**config.mk**
```make
export PLATFORM = sky130hd
export DESIGN_NAME = watchdog_reset_control
export DESIGN_NICKNAME = d
export VERILOG_FILES = /design/src/hdl/watchdog_reset_pkg.sv /design/src/hdl/watchdog_reset_control.sv
export SDC_FILE = /design/constraint.sdc
export NUM_CORES = 1
export LEC_CHECK = 0
export ABC_CLOCK_PERIOD_IN_PS = 1900
export BUFFER_PORTS_ARGS = -buffer_cell sky130_fd_sc_hd__clkbuf_2
export CAP_MARGIN = 10
export CORE_MARGIN = 2
export CORE_UTILIZATION = 33
export DETAILED_ROUTE_END_ITERATION = 7
export PLACE_DENSITY = 0.63
export REMOVE_ABC_BUFFERS = 1
export SLEW_MARGIN = 10
export SYNTH_ARGS = -nofsm -noshare
export SYNTH_HDL_FRONTEND = slang
export SYNTH_SLANG_ARGS = --single-unit
```
**constraint.sdc**
```tcl
create_clock -name clk_i -period 1.9 [get_ports clk_i]
set_input_delay 0.095 -clock clk_i [delete_from_list [all_inputs] [get_ports clk_i]]
set_output_delay 0.095 -clock clk_i [all_outputs]
set_load 0.01 [all_outputs]
```
**src/hdl/watchdog_reset_pkg.sv**
```systemverilog
// Constants for the watchdog and reset sequencer block.
// Assumes a 125 MHz clock that also serves as the oscillator count.
package watchdog_reset_pkg;
  // Clock and timing
  localparam int CLK_MHZ = 125;
  localparam int RST_LOW_NS = 2000;
  localparam int RST_LOW_CYC = (RST_LOW_NS * CLK_MHZ + 999) / 1000;
  localparam int CNT_W = 9;
  localparam logic [CNT_W-1:0] RST_LOW_LAST = CNT_W'(RST_LOW_CYC);
  localparam logic [CNT_W-1:0] RST_HOLD_LAST = 9'h007;
  localparam logic [3:0] DIV_LAST = 4'hF;
  localparam int WDT_TRIP_OSC = 262144;
  // Watchdog counter
  localparam int WDT_W = 15;
  localparam int WDT_MSB = 14;
  localparam logic [WDT_W-1:0] WDT_RELOAD = 15'h7FFF;
  localparam logic [WDT_W-1:0] WDT_ZERO = 15'h0000;
  // Bus layout: byte address is four times the register index
  localparam int ADR_W = 10;
  localparam logic [7:0] IDX_WDT = 8'hF4;
  localparam logic [7:0] IDX_STAT = 8'hC0;
  localparam int STAT_IRQ_DIS = 0;
  localparam int STAT_WDT_CAUSE = 1;
  localparam int STAT_STOPPED = 2;
  // Reset-initialised register slots
  localparam int NSLOT = 12;
  localparam int NDIR = 5;
  localparam int SLOT_P6 = 5;
  localparam int SLOT_DAC = 6;
  localparam int SLOT_PWM = 7;
  localparam int SLOT_PRX = 8;
  localparam int SLOT_TMX = 9;
  localparam int SLOT_ICR = 10;
  localparam int SLOT_TCR = 11;
  localparam int SLOT_NONE = 15;
  localparam logic [7:0] SLOT_IDX [NSLOT] = '{
    8'hE1, 8'hE3, 8'hE5, 8'hE9, 8'hEB, 8'hEE,
    8'hF0, 8'hF1, 8'hFC, 8'hFD, 8'hFE, 8'hFF};
  localparam logic [7:0] SLOT_RST [NSLOT] = '{
    8'h00, 8'h00, 8'h00, 8'h00, 8'h00, 8'hFF,
    8'h00, 8'h00, 8'hFF, 8'h01, 8'h00, 8'h00};
  localparam logic [7:0] SLOT_MASK [NSLOT] = '{
    8'hFF, 8'hFF, 8'hFF, 8'hFF, 8'hFF, 8'hFF,
    8'h1F, 8'hFF, 8'hFF, 8'hFF, 8'hFF, 8'hFF};
  // Reset vector
  localparam logic [15:0] VEC_LO_ADDR = 16'hFFFE;
  localparam logic [15:0] VEC_HI_ADDR = 16'hFFFF;
  // Sequencer states
  typedef enum logic [2:0] {
    S_RESET,
    S_VEC_LO,
    S_VEC_HI,
    S_RUN,
    S_STOP
  } seq_state_type;
endpackage : watchdog_reset_pkg

```
**src/hdl/watchdog_reset_control.sv**
```systemverilog
// Watchdog timer, reset sequencer and reset-initialised registers.
// Assumes a classic Wishbone master, synchronous pins, and a vector
// memory that answers vec_data_i in the same cycle as vec_rd_o.
// Contract
// - any write to the watchdog, or any reset, reloads it to 7FFF
// - unreloaded, MSB falls after 262144 clocks and forces a reset
// - watchdog reset reloads counter, releases, restarts from vector
// - watchdog disable level on reset pin suppresses watchdog resets
// - stop halts clock and watchdog; stop can be disabled at build
// - reset pin low over 2 us, then high, starts from vector
// - program counter loads high byte from FFFF, low from FFFE
// - reset sets interrupt disable flag until software clears it
// - reset clears port P0 to P4 direction registers
// - open drain port floats in reset, latch reads FF after
// - reset clears interrupt control and timer control registers
// - reset clears PWM register and five-bit DAC register
// - pin reset has top priority and is never masked
//
// The Wishbone interface to the registers is this design's own decision.
module watchdog_reset_control
  import watchdog_reset_pkg::*;
#(
  parameter bit STOP_ENABLE = 1'b1
)
(
  input wire logic clk_i, // Oscillator clock
  input wire logic rst_i, // Synchronous reset
  input wire logic [ADR_W-1:0] adr_i, // Wishbone byte address
  input wire logic [31:0] dat_i, // Wishbone write data
  output logic [31:0] dat_o, // Wishbone read data
  input wire logic we_i, // Wishbone write
  input wire logic [3:0] sel_i, // Wishbone byte selects
  input wire logic cyc_i, // Wishbone cycle
  input wire logic stb_i, // Wishbone strobe
  output logic ack_o, // Wishbone acknowledge
  input wire logic reset_pin_n_i, // External reset pin
  input wire logic wdt_disable_i, // Elevated level on reset pin
  input wire logic stop_instruction_i, // Stop executed by the core
  input wire logic [7:0] vec_data_i, // Vector memory data
  output logic [15:0] vec_addr_o, // Vector memory address
  output logic vec_rd_o, // Vector memory read
  output logic [15:0] pc_o, // Program counter start value
  output logic pc_load_o, // Program counter load pulse
  output logic sys_reset_o, // System reset to the core
  output logic clk_run_o, // System clock enable
  output logic irq_disable_o, // Interrupt disable flag
  output logic [NDIR-1:0][7:0] port_dir_o, // P0 to P4 directions
  output logic [7:0] open_drain_port_o, // Open drain pin level
  output logic [7:0] open_drain_port_oe_o, // Open drain pin enable
  output logic [4:0] dac_o, // DAC register
  output logic [7:0] pwm_o, // PWM register
  output logic [7:0] prescaler_x_o, // Timer X prescaler
  output logic [7:0] timer_x_o, // Timer X
  output logic [7:0] int_ctrl_o, // Interrupt control register
  output logic [7:0] timer_ctrl_o // Timer control register
);

  // Map a register index onto its slot
  function automatic logic [3:0] slot_of(input logic [7:0] idx);
    logic [3:0] s;
    s = 4'(SLOT_NONE);
    for (int k = 0; k < NSLOT; k++)
    begin
      if (SLOT_IDX[k] == idx)
      begin
        s = 4'(k);
      end
    end
    return s;
  endfunction : slot_of

  seq_state_type state_reg;
  seq_state_type state_next;
  logic [CNT_W-1:0] low_cnt_reg;
  logic [CNT_W-1:0] low_cnt_next;
  logic [CNT_W-1:0] hold_cnt_reg;
  logic [CNT_W-1:0] hold_cnt_next;
  logic [15:0] pc_reg;
  logic [15:0] pc_next;
  logic pc_load_reg;
  logic pc_load_next;
  logic cause_reg;
  logic cause_next;
  logic [3:0] div_reg;
  logic [3:0] div_next;
  logic [WDT_W-1:0] wdt_reg;
  logic [WDT_W-1:0] wdt_next;
  logic [7:0] slot_reg [NSLOT];
  logic [7:0] slot_next [NSLOT];
  logic irq_dis_reg;
  logic irq_dis_next;
  logic ack_reg;
  logic ack_next;
  logic [31:0] rdata_reg;
  logic [31:0] rdata_next;
  logic in_reset;
  logic pin_rst;
  logic wdt_trip;
  logic tick;
  logic bus_req;
  logic bus_wr;
  logic [7:0] bus_idx;
  logic [3:0] bus_slot;

  // Decode of the sequencer and the bus
  assign in_reset = (state_reg == S_RESET);
  assign pin_rst = (low_cnt_reg == RST_LOW_LAST);
  assign wdt_trip = ~wdt_reg[WDT_MSB] & ~wdt_disable_i;
  assign tick = (div_reg == DIV_LAST);
  assign bus_req = cyc_i & stb_i & ~ack_reg;
  assign bus_wr = bus_req & we_i;
  assign bus_idx = adr_i[ADR_W-1:2];
  assign bus_slot = slot_of(bus_idx);

  // Reset sequencer: pin filter, hold, vector fetch, run and stop
  always_comb
  begin
    state_next = state_reg;
    hold_cnt_next = hold_cnt_reg;
    pc_next = pc_reg;
    pc_load_next = 1'b0;
    cause_next = cause_reg;
    low_cnt_next = low_cnt_reg;
    if (reset_pin_n_i)
    begin
      low_cnt_next = '0;
    end
    else if (!pin_rst)
    begin
      low_cnt_next = low_cnt_reg + 1'b1;
    end
    unique case (state_reg)
      S_RESET:
      begin
        if (reset_pin_n_i)
        begin
          hold_cnt_next = hold_cnt_reg + 1'b1;
          if (hold_cnt_reg == RST_HOLD_LAST)
          begin
            state_next = S_VEC_LO;
          end
        end
        else
        begin
          hold_cnt_next = '0;
        end
      end
      S_VEC_LO:
      begin
        pc_next[7:0] = vec_data_i;
        state_next = S_VEC_HI;
      end
      S_VEC_HI:
      begin
        pc_next[15:8] = vec_data_i;
        pc_load_next = 1'b1;
        state_next = S_RUN;
      end
      S_RUN:
      begin
        if (wdt_trip)
        begin
          state_next = S_RESET;
          hold_cnt_next = '0;
          cause_next = 1'b1;
        end
        else if (STOP_ENABLE && stop_instruction_i)
        begin
          state_next = S_STOP;
        end
      end
      S_STOP:
      begin
        state_next = S_STOP;
      end
    endcase
    // Pin reset overrides every state and any mask
    if (pin_rst)
    begin
      state_next = S_RESET;
      hold_cnt_next = '0;
      cause_next = 1'b0;
    end
  end

  // Sequencer registers
  always_ff @(posedge clk_i)
  begin
    if (rst_i)
    begin
      state_reg <= S_RESET;
      hold_cnt_reg <= '0;
      low_cnt_reg <= '0;
      pc_reg <= 16'h0000;
      pc_load_reg <= 1'b0;
      cause_reg <= 1'b0;
    end
    else
    begin
      state_reg <= state_next;
      hold_cnt_reg <= hold_cnt_next;
      low_cnt_reg <= low_cnt_next;
      pc_reg <= pc_next;
      pc_load_reg <= pc_load_next;
      cause_reg <= cause_next;
    end
  end

  // Divide by sixteen and the watchdog down-counter
  always_comb
  begin
    div_next = div_reg;
    wdt_next = wdt_reg;
    if (state_reg != S_STOP)
    begin
      div_next = div_reg + 1'b1;
    end
    if (in_reset || (bus_wr && bus_idx == IDX_WDT))
    begin
      wdt_next = WDT_RELOAD;
    end
    else if (tick && state_reg != S_STOP && wdt_reg != WDT_ZERO)
    begin
      wdt_next = wdt_reg - 1'b1;
    end
  end

  // Watchdog registers
  always_ff @(posedge clk_i)
  begin
    if (rst_i)
    begin
      div_reg <= 4'h0;
      wdt_reg <= WDT_RELOAD;
    end
    else
    begin
      div_reg <= div_next;
      wdt_reg <= wdt_next;
    end
  end

  // Register file writes, reset initialisation and bus answer
  always_comb
  begin
    for (int k = 0; k < NSLOT; k++)
    begin
      slot_next[k] = slot_reg[k];
      if (in_reset)
      begin
        slot_next[k] = SLOT_RST[k];
      end
      else if (bus_wr && sel_i[0] && bus_slot == 4'(k))
      begin
        slot_next[k] = dat_i[7:0] & SLOT_MASK[k];
      end
    end
    irq_dis_next = irq_dis_reg;
    if (in_reset)
    begin
      irq_dis_next = 1'b1;
    end
    else if (bus_wr && sel_i[0] && bus_idx == IDX_STAT)
    begin
      irq_dis_next = dat_i[STAT_IRQ_DIS];
    end
    ack_next = bus_req;
    rdata_next = 32'h0000_0000;
    if (bus_req && !we_i)
    begin
      if (bus_idx == IDX_WDT)
      begin
        rdata_next[WDT_W-1:0] = wdt_reg;
      end
      else if (bus_idx == IDX_STAT)
      begin
        rdata_next[STAT_IRQ_DIS] = irq_dis_reg;
        rdata_next[STAT_WDT_CAUSE] = cause_reg;
        rdata_next[STAT_STOPPED] = (state_reg == S_STOP);
      end
      else if (bus_slot != 4'(SLOT_NONE))
      begin
        rdata_next[7:0] = slot_reg[bus_slot];
      end
    end
  end

  // Register file flip-flops
  always_ff @(posedge clk_i)
  begin
    if (rst_i)
    begin
      for (int k = 0; k < NSLOT; k++)
      begin
        slot_reg[k] <= SLOT_RST[k];
      end
      irq_dis_reg <= 1'b1;
      ack_reg <= 1'b0;
      rdata_reg <= 32'h0000_0000;
    end
    else
    begin
      for (int k = 0; k < NSLOT; k++)
      begin
        slot_reg[k] <= slot_next[k];
      end
      irq_dis_reg <= irq_dis_next;
      ack_reg <= ack_next;
      rdata_reg <= rdata_next;
    end
  end

  // Direction register outputs
  genvar g;
  generate
    for (g = 0; g < NDIR; g++)
    begin : g_dir
      assign port_dir_o[g] = slot_reg[g];
    end
  endgenerate

  // Open drain port floats while reset is held
  assign open_drain_port_o = 8'h00;
  assign open_drain_port_oe_o = in_reset ? 8'h00 : ~slot_reg[SLOT_P6];

  // Remaining outputs
  assign dac_o = slot_reg[SLOT_DAC][4:0];
  assign pwm_o = slot_reg[SLOT_PWM];
  assign prescaler_x_o = slot_reg[SLOT_PRX];
  assign timer_x_o = slot_reg[SLOT_TMX];
  assign int_ctrl_o = slot_reg[SLOT_ICR];
  assign timer_ctrl_o = slot_reg[SLOT_TCR];
  assign irq_disable_o = irq_dis_reg;
  assign sys_reset_o = in_reset;
  assign clk_run_o = (state_reg != S_STOP);
  assign vec_rd_o = (state_reg == S_VEC_LO) || (state_reg == S_VEC_HI);
  assign vec_addr_o = (state_reg == S_VEC_HI) ? VEC_HI_ADDR : VEC_LO_ADDR;
  assign pc_o = pc_reg;
  assign pc_load_o = pc_load_reg;
  assign ack_o = ack_reg;
  assign dat_o = rdata_reg;

endmodule : watchdog_reset_control

```
==> impl_metrics.csv, run 1 <==
group,metric,value,unit
run_status,status,"finished with violations",
run_status,violated_checks,"setup timing",
routing,routed-via-count,8376,
synth,synthFlopType,"dfxtp_1",
cells_and_area,fin_util,49.2,%
setup_path,critical_path.endpoint_type,"flip-flop",
synth,post_synth.cell_area_avg,8.18,um2
placement,gp_routability_congestion,0.913,
synth,synth-edff-count,0,
synth,yosysSeqAreaShare,42.5,%
min_path,worst_min_delay_path_startpoint,"sel_i[0]",
global_route,grt_pass1_vias,7642,
placement,preCtsSetupSlack,-0.306,ns
timing,fin_worst_skew,0.0118,ns
synth,async_flop_share,0,%
timing,fin_worst_hold_slack,0.0223,ns
cells_and_area,largest_reg_flops,93,
synth,synthesis.yosys.warnings,0,
cells_and_area,n_antenna_cell,0,
synth,synth_area,7920,um2
setup_path,timing.critical_path.buf_inv,0,
cells_and_area,number_of_non_filler_instances_in_the_completed_layout,1611,
timing,fin_tns_setup,-0.509,ns
floorplan,rows,56,
min_path,hp-class,"in2reg",
synth,synth.area.mux_share,5.18,%
setup_path,timing.critical_path.from,"wdt_reg[3]",
setup_path,cpLargestDelayFamily,"simple AND/OR/NAND/NOR gates",
routing,router_iterations_before_antenna_repair,6,
setup_path,setup.worst_path.start_class,"flip-flop",
clocking,cts-buffers-inserted,17,
timing,slew_headroom,66.0,%
pwr,vdd_drop_max,0.496,mV
synth,synth_seq_cells,168,
synth,synth_cells,968,
pwr,p_leak,4.74,nW
synth,synth_xor_area_share,3.10,%
global_route,grt_first_pass_wirelength,43100,um
routing,detail_route.vias_per_cell,5.20,
global_route,gr-usage-all-layers,21.5,%
synth,synth_compound_area_share,18.3,%
synth,adder_cell_share_of_the_synthesized_area,0.790,%
routing,detail_route.iter0.violations,663,
setup_path,critical_path.reg2reg.startpoint,"wdt_reg[3]",
routing,detail_route.wirelength,28700,um
setup_path,timing.critical_path.cells,"or4_4 -> nor4_4 -> nand2b_1 -> or2_4 -> nor3_2 -> xnor2_1 -> nand2_1",
floorplan,die_outline_width,159,um
clocking,cts-root-buf,"clkbuf_16",
clocking,cts.sinks,168,
timing,period_needed,2.00,ns
cells_and_area,synthToLayoutAreaGrowth,46.4,%
routing,post-route-drc-count,0,
synth,netlist-cell-type-count,69,
setup_path,critical_path_fanouts_max,3,
floorplan,placeableCoreArea,23500,um2
placement,hpwl_dp,21000,um
setup_path,timing.setup.critical_path_class,"reg2reg",
placement,post_dp_cell_area,10100,um2
floorplan,start_util,33.6,%
clocking,insertion_delay,0.43,ns
floorplan,die-area,25200,um2
timing,setup_viol_count_final,24,
placement,port_buffers,163,
pwr,total_power,7.68,mW
setup_path,cpMaxStageDelayCell,"or4_4",
timing,worst_pin_slew,0.503,ns
setup_path,cpPeakStageDelay,0.56,ns
placement,placed_cells,1555,
cells_and_area,postLayoutCellArea,11600,um2
cells_and_area,share_of_layout_cells_above_drive_strength_1,39.2,%
timing,highest_clock_frequency_the_design_can_meet,500,MHz
clocking,clk_transition_reported_paths,0.07,ns
setup_path,worstPathArrival,2.31,ns
clocking,tritoncts,"built",
flow_run,max_cap_viol_count,0,
floorplan,die_ht,159,um
pwr,power.density_cell_area,663,nW/um2
synth,synth_top_family_by_area,"simple AND/OR/NAND/NOR gates",
synth,synthSimpleGateAreaFrac,22.1,%
global_route,antenna_found_initial,0,
cells_and_area,layout.nets,1346,
routing,postRouteAntennaNets,0,
global_route,maximum_number_of_pins_on_one_net_before_global_route_repair,28,
clocking,cts-htree-levels,4,
setup_path,critPathRequiredTime,2.21,ns
timing,rsz0062_at_grt,"yes",
timing,hold_viol_final,0,
routing,wire_per_inst,17.8,um
timing,min_period_over_period,105,%
timing,setup_slack,-0.0995,ns
floorplan,i_o_pin_count,233,
clocking,cts_buffer_depth,2,
timing,maxSlewViolCount,0,
global_route,global_route.overflow_total,0,
power breakdown:
group / switching [mW] / internal, mW
Combinational: 0.336 / 0.232
Clock: 1.57 / 2.01
Sequential: 0.00942 / 3.53
Total: 1.91 / 5.77
synthesized netlist by cell type, types with 2 or more instances:
cell type  number  share of area (%)
a21oi_1        80                5.1
a222oi_1        5               0.63
a22o_1          4               0.44
a31oi_1         4               0.32
a32o_1          2               0.25
and2_1          4               0.32
and3_1         12               0.95
buf_1           6               0.28
buf_2           9               0.57
buf_4          47                4.5
clkbuf_1       35                1.7
conb_1          2              0.095
dfxtp_1       168                 42
ha_1            5               0.79
inv_1          18               0.85
mux2i_1        41                5.2
nand2_1       140                6.6
nand2b_1       10               0.79
nand3_1        31                2.0
nand3b_1        3               0.28
nand4_1         6               0.47
nor2_1         95                4.5
nor2_2          8               0.63
nor2_4          3               0.43
nor2b_1         3               0.24
nor3_1         18                1.1
nor4_1          6               0.47
o211ai_1        8               0.76
o21a_1          5               0.47
o21ai_0        68                4.3
o21ai_1         2               0.13
o221a_2         3               0.43
o221ai_1        7               0.77
o22ai_1        31                2.5
o2bb2ai_1       3               0.33
o32ai_1         2               0.22
or2_2           6               0.47
or3_1          10               0.79
or4_1           2               0.19
xnor2_1        13                1.4
xor2_1         15                1.7
final timing paths:
check                        to  slack, ns  depth (start not counted)
setup reg to reg    wdt_reg[13]       -0.1                          7
hold / removal    irq_disable_o       0.02                          4
hold reg to reg        pc_o[14]       0.46                          2
setup / recovery    wdt_reg[13]       -0.1                          7
cells in the final DEF, fill, tap and decap left out, types with 6 or more instances in the layout:
master	count
inv_1	17
o22ai_1	29
nand3_1	23
buf_4	132
nor4_1	6
nand2_4	10
o21ai_0	40
o21ai_1	23
o21ai_2	7
a21oi_1	53
xor2_1	15
clkbuf_16	18
conb_1	40
nand3_2	7
o211ai_1	8
mux2i_1	41
nand2_2	21
and3_1	9
a21oi_2	27
nor3_1	14
dlygate4sd3_1	9
clkbuf_2	163
nor2_1	92
buf_12	16
or3_1	8
nand2b_1	9
xnor2_1	12
buf_6	30
nand2_1	108
nand4_1	6
dfxtp_1	167
nor2_4	11
per-layer routing:
metal	vias up	track usage, %	part of all wire [%]
met5	-	0	0
met4	0	6.82	2.2
met3	49	4.10	7.5
met2	377	33.8	46
met1	3984	29.8	44
li1	3966	-	-
area by class of cell:
class / count / area, um2
clock inverters: 14 / 160
well taps: 319 / 399
inverters: 19 / 73.8
clock buffers: 18 / 439
fillers: 2259 / 12000
flip-flops and latches: 168 / 3360
multi-input cells: 721 / 4550
repair buffers: 352 / 2590
worst min-delay path, stage by stage:
cell and delay [ns]:
clkbuf_2 0.11, nand3_1 0.09, mux2i_1 0.07, nand2_1 0.06
kinds of logic after synthesis:
group / Yosys count
xor gates and xnor gates: 28
other: 2
and+or+nand+nor: 370
AOI/OAI and AO/OA: 237
buffers and inverters: 117
adders and majority gates: 5
DFF: 168
muxes: 41
what timing repair did:
action	in CTS	in global routing
hold buffers	9	0
pin swaps	4	45
setup endpoints to repair	22	98
buffers inserted	1	14
resized for setup	8	181
cloned	0	1
hold endpoints to repair	17	0
Power figures use the tool's default switching activity.
==> run 2, diff against run 1 <==
CORE_ASPECT_RATIO = 0.7   (was default)
==> impl_metrics.csv, run 2 (synthesized netlist as in run 1, its figures left out) <==
group,metric,value,unit
floorplan,die_ht,134,um
clocking,cts.sinks,168,
pwr,power.density_cell_area,664,nW/um2
routing,wire_per_inst,18.3,um
placement,preCtsSetupSlack,-0.421,ns
setup_path,cpPeakStageDelay,0.55,ns
clocking,tritoncts,"built",
timing,min_period_over_period,105,%
timing,highest_clock_frequency_the_design_can_meet,500,MHz
cells_and_area,mostFrequentLayoutCells,"165 x dfxtp_1, 163 x clkbuf_2, 120 x buf_4",
cells_and_area,mostFrequentLayoutCell,"dfxtp_1",
clocking,cts-htree-levels,4,
setup_path,critical_path.reg2reg.startpoint,"wdt_reg[3]",
timing,hold_viol_final,0,
floorplan,start_util,33.6,%
min_path,hp-class,"in2reg",
min_path,worst_min_delay_path_startpoint,"wdt_disable_i",
clocking,insertion_delay,0.44,ns
timing,setup_slack,-0.0982,ns
cells_and_area,postLayoutCellArea,11300,um2
floorplan,i_o_pin_count,233,
setup_path,critical_path.endpoint_type,"flip-flop",
cells_and_area,synthToLayoutAreaGrowth,43.0,%
setup_path,worstPathArrival,2.32,ns
floorplan,die-area,25300,um2
setup_path,setup.worst_path.start_class,"flip-flop",
global_route,grt_pass1_vias,7464,
global_route,global_route.overflow_total,0,
timing,rsz0062_at_grt,"yes",
timing,maxSlewViolCount,0,
routing,post-route-drc-count,0,
routing,detail_route.wirelength,29000,um
floorplan,die_outline_width,189,um
flow_run,max_cap_viol_count,0,
setup_path,cpMaxStageDelayCell,"or4_4",
run_status,status,"finished with violations",
setup_path,timing.critical_path.cells,"or4_4 -> nor4_4 -> nand2b_1 -> or2_4 -> o41ai_2 -> nand2_1",
pwr,p_leak,4.56,nW
routing,routed-via-count,8204,
timing,worst_pin_slew,0.528,ns
setup_path,critical_path_fanouts_max,3,
setup_path,timing.setup.critical_path_class,"reg2reg",
routing,router_iterations_before_antenna_repair,6,
placement,gp_routability_congestion,0.948,
timing,setup_viol_count_final,25,
routing,detail_route.vias_per_cell,5.16,
setup_path,critPathRequiredTime,2.22,ns
timing,fin_worst_skew,0.00911,ns
global_route,gr-usage-all-layers,21.7,%
global_route,maximum_number_of_pins_on_one_net_before_global_route_repair,36,
timing,fin_worst_hold_slack,0.0477,ns
placement,hpwl_dp,21400,um
run_status,violated_checks,"setup timing",
placement,port_buffers,163,
cells_and_area,n_antenna_cell,0,
setup_path,timing.critical_path.from,"wdt_reg[3]",
cells_and_area,layout.nets,1325,
pwr,vdd_drop_max,0.572,mV
clocking,cts_buffer_depth,2,
clocking,clk_transition_reported_paths,0.06,ns
cells_and_area,largest_reg_flops,93,
clocking,cts-root-buf,"clkbuf_16",
routing,postRouteAntennaNets,0,
global_route,grt_first_pass_wirelength,42400,um
pwr,total_power,7.51,mW
routing,detail_route.iter0.violations,647,
timing,slew_headroom,64.8,%
cells_and_area,share_of_layout_cells_above_drive_strength_1,38.2,%
placement,post_dp_cell_area,9880,um2
floorplan,rows,47,
timing,period_needed,2.00,ns
clocking,cts-buffers-inserted,17,
floorplan,placeableCoreArea,23600,um2
setup_path,reg2reg_slack,-0.1,ns
global_route,antenna_found_initial,0,
==> run 2: cell types whose count changed in the layout (fill, tap and decap cells not counted), moves of 3 or more <==
cell     change
a21oi_1      +5
buf_12       -7
nand2_1      +3
o21ai_1      -7
buf_4       -12
buf_6        -5
a21oi_2      -5
nor3_2       +3
o21ai_2      +7
nand2_4      -4
==> run 2: final timing paths <==
| check | end | cells after the start |
|---|---|---|
| setup / recovery | wdt_reg[14] | 6 |
| hold / removal | cause_reg | 3 |
| setup reg to reg | wdt_reg[14] | 6 |
| hold reg to reg | pc_o[8] | 2 |
==> run 2: what timing repair did <==
item,4_1_cts,5_1_grt
cloned,0,1
gates resized for setup,28,159
endpoints found under the setup margin,101,98
hold buffers,11,0
buffers inserted,3,11
hold endpoints to repair,19,0
pin swaps,10,50
==> run 2: final cells by class <==
type | count | area (um2)
Fill cell | 2269 | 12300
Clock buffer | 20 | 457
Multi-Input combinational cell | 722 | 4590
Inverter | 19 | 73.8
Tap cell | 318 | 398
Timing Repair Buffer | 330 | 2320
Clock inverter | 12 | 116
Sequential cell | 168 | 3370
==> run 2: where the power goes <==
part	internal, mW	leakage, nW	total [mW]	switching (mW)
Combinational	0.201	2.93	0.522	0.320
Sequential	3.53	1.35	3.54	0.00971
Clock	1.90	0.283	3.45	1.56
==> run 2: metal layers <==
layer / vias to the layer above / track usage [%] / share of wire, %
li1: 3911 / - / -
met1: 3925 / 31.7 / 47
met2: 335 / 31.0 / 43
met3: 33 / 5.56 / 8.4
met4: 0 / 7.03 / 1.7
met5: - / 0 / 0
==> run 2: per-stage QoR <==
| stage | setup TNS [ns] | instances | util (%) |
|---|---|---|---|
| 6_report | -1.11 | 1589 | 48.0 |
| 5_1_grt | -5.64 | 1589 | 48.0 |
| 3_3_place_gp | -8.72 | 1531 | 41.9 |
| 2_1_floorplan | -51.48 | 908 | - |
| 3_5_place_dp | -11.02 | 1531 | 41.9 |
| 4_1_cts | -0.463 | 1577 | 45.3 |
==> run 2: critical path: cells and delay by family, from the launching register on <==
family | cells | cell delay, ns
AND/OR/NAND/NOR | 5 | 1.21
flip-flops | 1 | 0.32
AO/OA/AOI/OAI | 1 | 0.35
==> run 3, diff against run 2 <==
GPL_ROUTABILITY_DRIVEN = 0   (was default)
SKIP_LAST_GASP = 1   (was default)
==> impl_metrics.csv, run 3 (synthesized netlist as in run 1, its figures left out) <==
group,metric,value,unit
cells_and_area,n_antenna_cell,0,
timing,highest_clock_frequency_the_design_can_meet,496,MHz
timing,hold_viol_final,0,
floorplan,start_util,33.6,%
flow_run,max_cap_viol_count,0,
routing,postRouteAntennaNets,0,
floorplan,placeableCoreArea,23600,um2
min_path,min_delay_path_depth,3,
timing,fin_worst_hold_slack,0.0187,ns
timing,min_period_over_period,106,%
setup_path,r2r_cells,9,
setup_path,critical_path.reg2reg.endpoint,"dat_o[3]",
clocking,tritoncts,"built",
floorplan,rows,47,
cells_and_area,largest_reg_flops,93,
routing,post-route-drc-count,0,
global_route,antenna_found_initial,1,
clocking,cts-buffers-inserted,17,
timing,worst_pin_slew,0.643,ns
routing,detail_route.wirelength,29100,um
setup_path,critical_path.reg2reg.startpoint,"ack_o",
cells_and_area,layout.nets,1323,
setup_path,critical_path.endpoint_type,"flip-flop",
clocking,cts.sinks,168,
timing,maxSlewViolCount,0,
global_route,global_route.overflow_total,0,
routing,router_iterations_before_antenna_repair,5,
global_route,gr-usage-all-layers,22.2,%
setup_path,worstPathArrival,2.40,ns
setup_path,critPathRequiredTime,2.29,ns
setup_path,cpPeakStageDelay,0.32,ns
timing,setup_slack,-0.115,ns
placement,port_buffers,163,
setup_path,cpMaxStageDelayCell,"dfxtp_2",
setup_path,setup.worst_path.start_class,"flip-flop",
routing,detail_route.iter0.violations,829,
pwr,vdd_drop_max,0.615,mV
run_status,status,"finished with violations",
timing,setup_viol_count_final,16,
pwr,power.density_cell_area,709,nW/um2
cells_and_area,share_of_layout_cells_above_drive_strength_1,35.8,%
timing,rsz0062_at_grt,"yes",
timing,period_needed,2.01,ns
floorplan,die-area,25300,um2
setup_path,timing.setup.critical_path_class,"reg2reg",
floorplan,die_ht,134,um
clocking,cts_buffer_depth,2,
min_path,worst_min_delay_path_startpoint,"reset_pin_n_i",
timing,slew_headroom,56.7,%
min_path,hp-class,"in2reg",
floorplan,i_o_pin_count,233,
run_status,violated_checks,"setup timing",
routing,detail_route.vias_per_cell,5.20,
setup_path,cpLargestDelayFamily,"compound AO/OA/AOI/OAI gates",
timing,fin_worst_skew,0.0145,ns
cells_and_area,mostFrequentLayoutCell,"dfxtp_1",
routing,routed-via-count,8260,
setup_path,critical_path.most_common_cell,"buf_4",
clocking,cts-root-buf,"clkbuf_16",
cells_and_area,fin_util,47.3,%
global_route,grt_pass1_vias,7555,
setup_path,timing.critical_path.cells,"nand3b_1 -> buf_4 -> nor3_2 -> buf_4 -> nand2_4 -> a21oi_4 -> o221ai_2 -> o22ai_2 -> o221a_2",
placement,preCtsSetupSlack,-0.498,ns
clocking,cts-htree-levels,4,
routing,wire_per_inst,18.3,um
placement,hpwl_dp,21300,um
setup_path,reg2reg_slack,-0.11,ns
setup_path,critical_path_fanouts_max,6,
cells_and_area,synthToLayoutAreaGrowth,41.0,%
min_path,worst_hold_path.endpoint,"hold_cnt_reg[7]",
global_route,grt_first_pass_wirelength,43500,um
setup_path,timing.critical_path.buf_inv,2,
clocking,clk_transition_reported_paths,0.07,ns
cells_and_area,mostFrequentLayoutCells,"167 x dfxtp_1, 163 x clkbuf_2, 130 x buf_4",
pwr,total_power,7.92,mW
clocking,insertion_delay,0.44,ns
global_route,maximum_number_of_pins_on_one_net_before_global_route_repair,45,
pwr,p_leak,4.52,nW
floorplan,die_outline_width,189,um
timing,fin_tns_setup,-0.584,ns
## run 3: changes by cell type in the layout (fill, tap and decap cells not counted), moves of 10 or more
| cell | before | now |
|---|---|---|
| a21oi_1 | 58 | 69 |
| a21oi_2 | 22 | 11 |
| buf_4 | 120 | 130 |
| buf_6 | 25 | 12 |
| o21ai_0 | 38 | 54 |
| o21ai_1 | 16 | 5 |
## run 3: layout make-up
type,count,area (um2)
Sequential cell,168,3360
Inverter,19,76.3
Timing Repair Buffer,328,2270
Clock buffer,18,429
Multi-Input combinational cell,722,4410
Fill cell,2278,12400
Clock inverter,14,213
Tap cell,318,398
## run 3: metal layers
layer | up-vias | global-route usage [%] | wire, um
met4 | 0 | 4.12 | 289
met3 | 27 | 6.48 | 2610
met1 | 3947 | 32.9 | 13700
li1 | 3897 | - | -
met2 | 389 | 31.8 | 12500
met5 | - | 0 | 0
## run 3: where the power goes
group,leakage (nW),internal [mW],total [mW],switching (mW)
combinational,2.86,0.197,0.519,0.321
sequential,1.36,3.53,3.54,0.00987
clock,0.307,2.25,3.86,1.61
## run 3: worst max-delay path by stage
stage	cells past startpoint	from	end	slack, ns
after floorplan	4	state_reg[1]	wdt_reg[1]	-1.00
after global placement	9	adr_i[6]	dat_o[5]	-0.50
after detailed placement	9	adr_i[6]	dat_o[5]	-0.50
after CTS	8	ack_o	dat_o[5]	-0.08
after global routing	9	ack_o	dat_o[3]	-0.20
final	9	ack_o	dat_o[3]	-0.11
## run 3: worst reg2reg max path, delay by kind of cell, from the launching register on
family	cells	cell delay, ns
simple gates	3	0.34
flops	1	0.32
compound gates	4	0.95
buf+inv	2	0.34
## run 3: repair_timing
item,4_1_cts,5_1_grt
buffers inserted,3,12
hold endpoints to repair,17,0
pin swaps,9,32
resized for setup,31,90
endpoints found under the setup margin,105,84
cloned,0,2
hold buffers,9,0
## run 3: metrics by stage
stage | cell area (um2) | cells
3_5_place_dp | 9850 | 1530
4_1_cts | 10700 | 1573
3_3_place_gp | 9850 | 1530
6_report | 11200 | 1587
5_1_grt | 11200 | 1587
2_1_floorplan | 7490 | 908
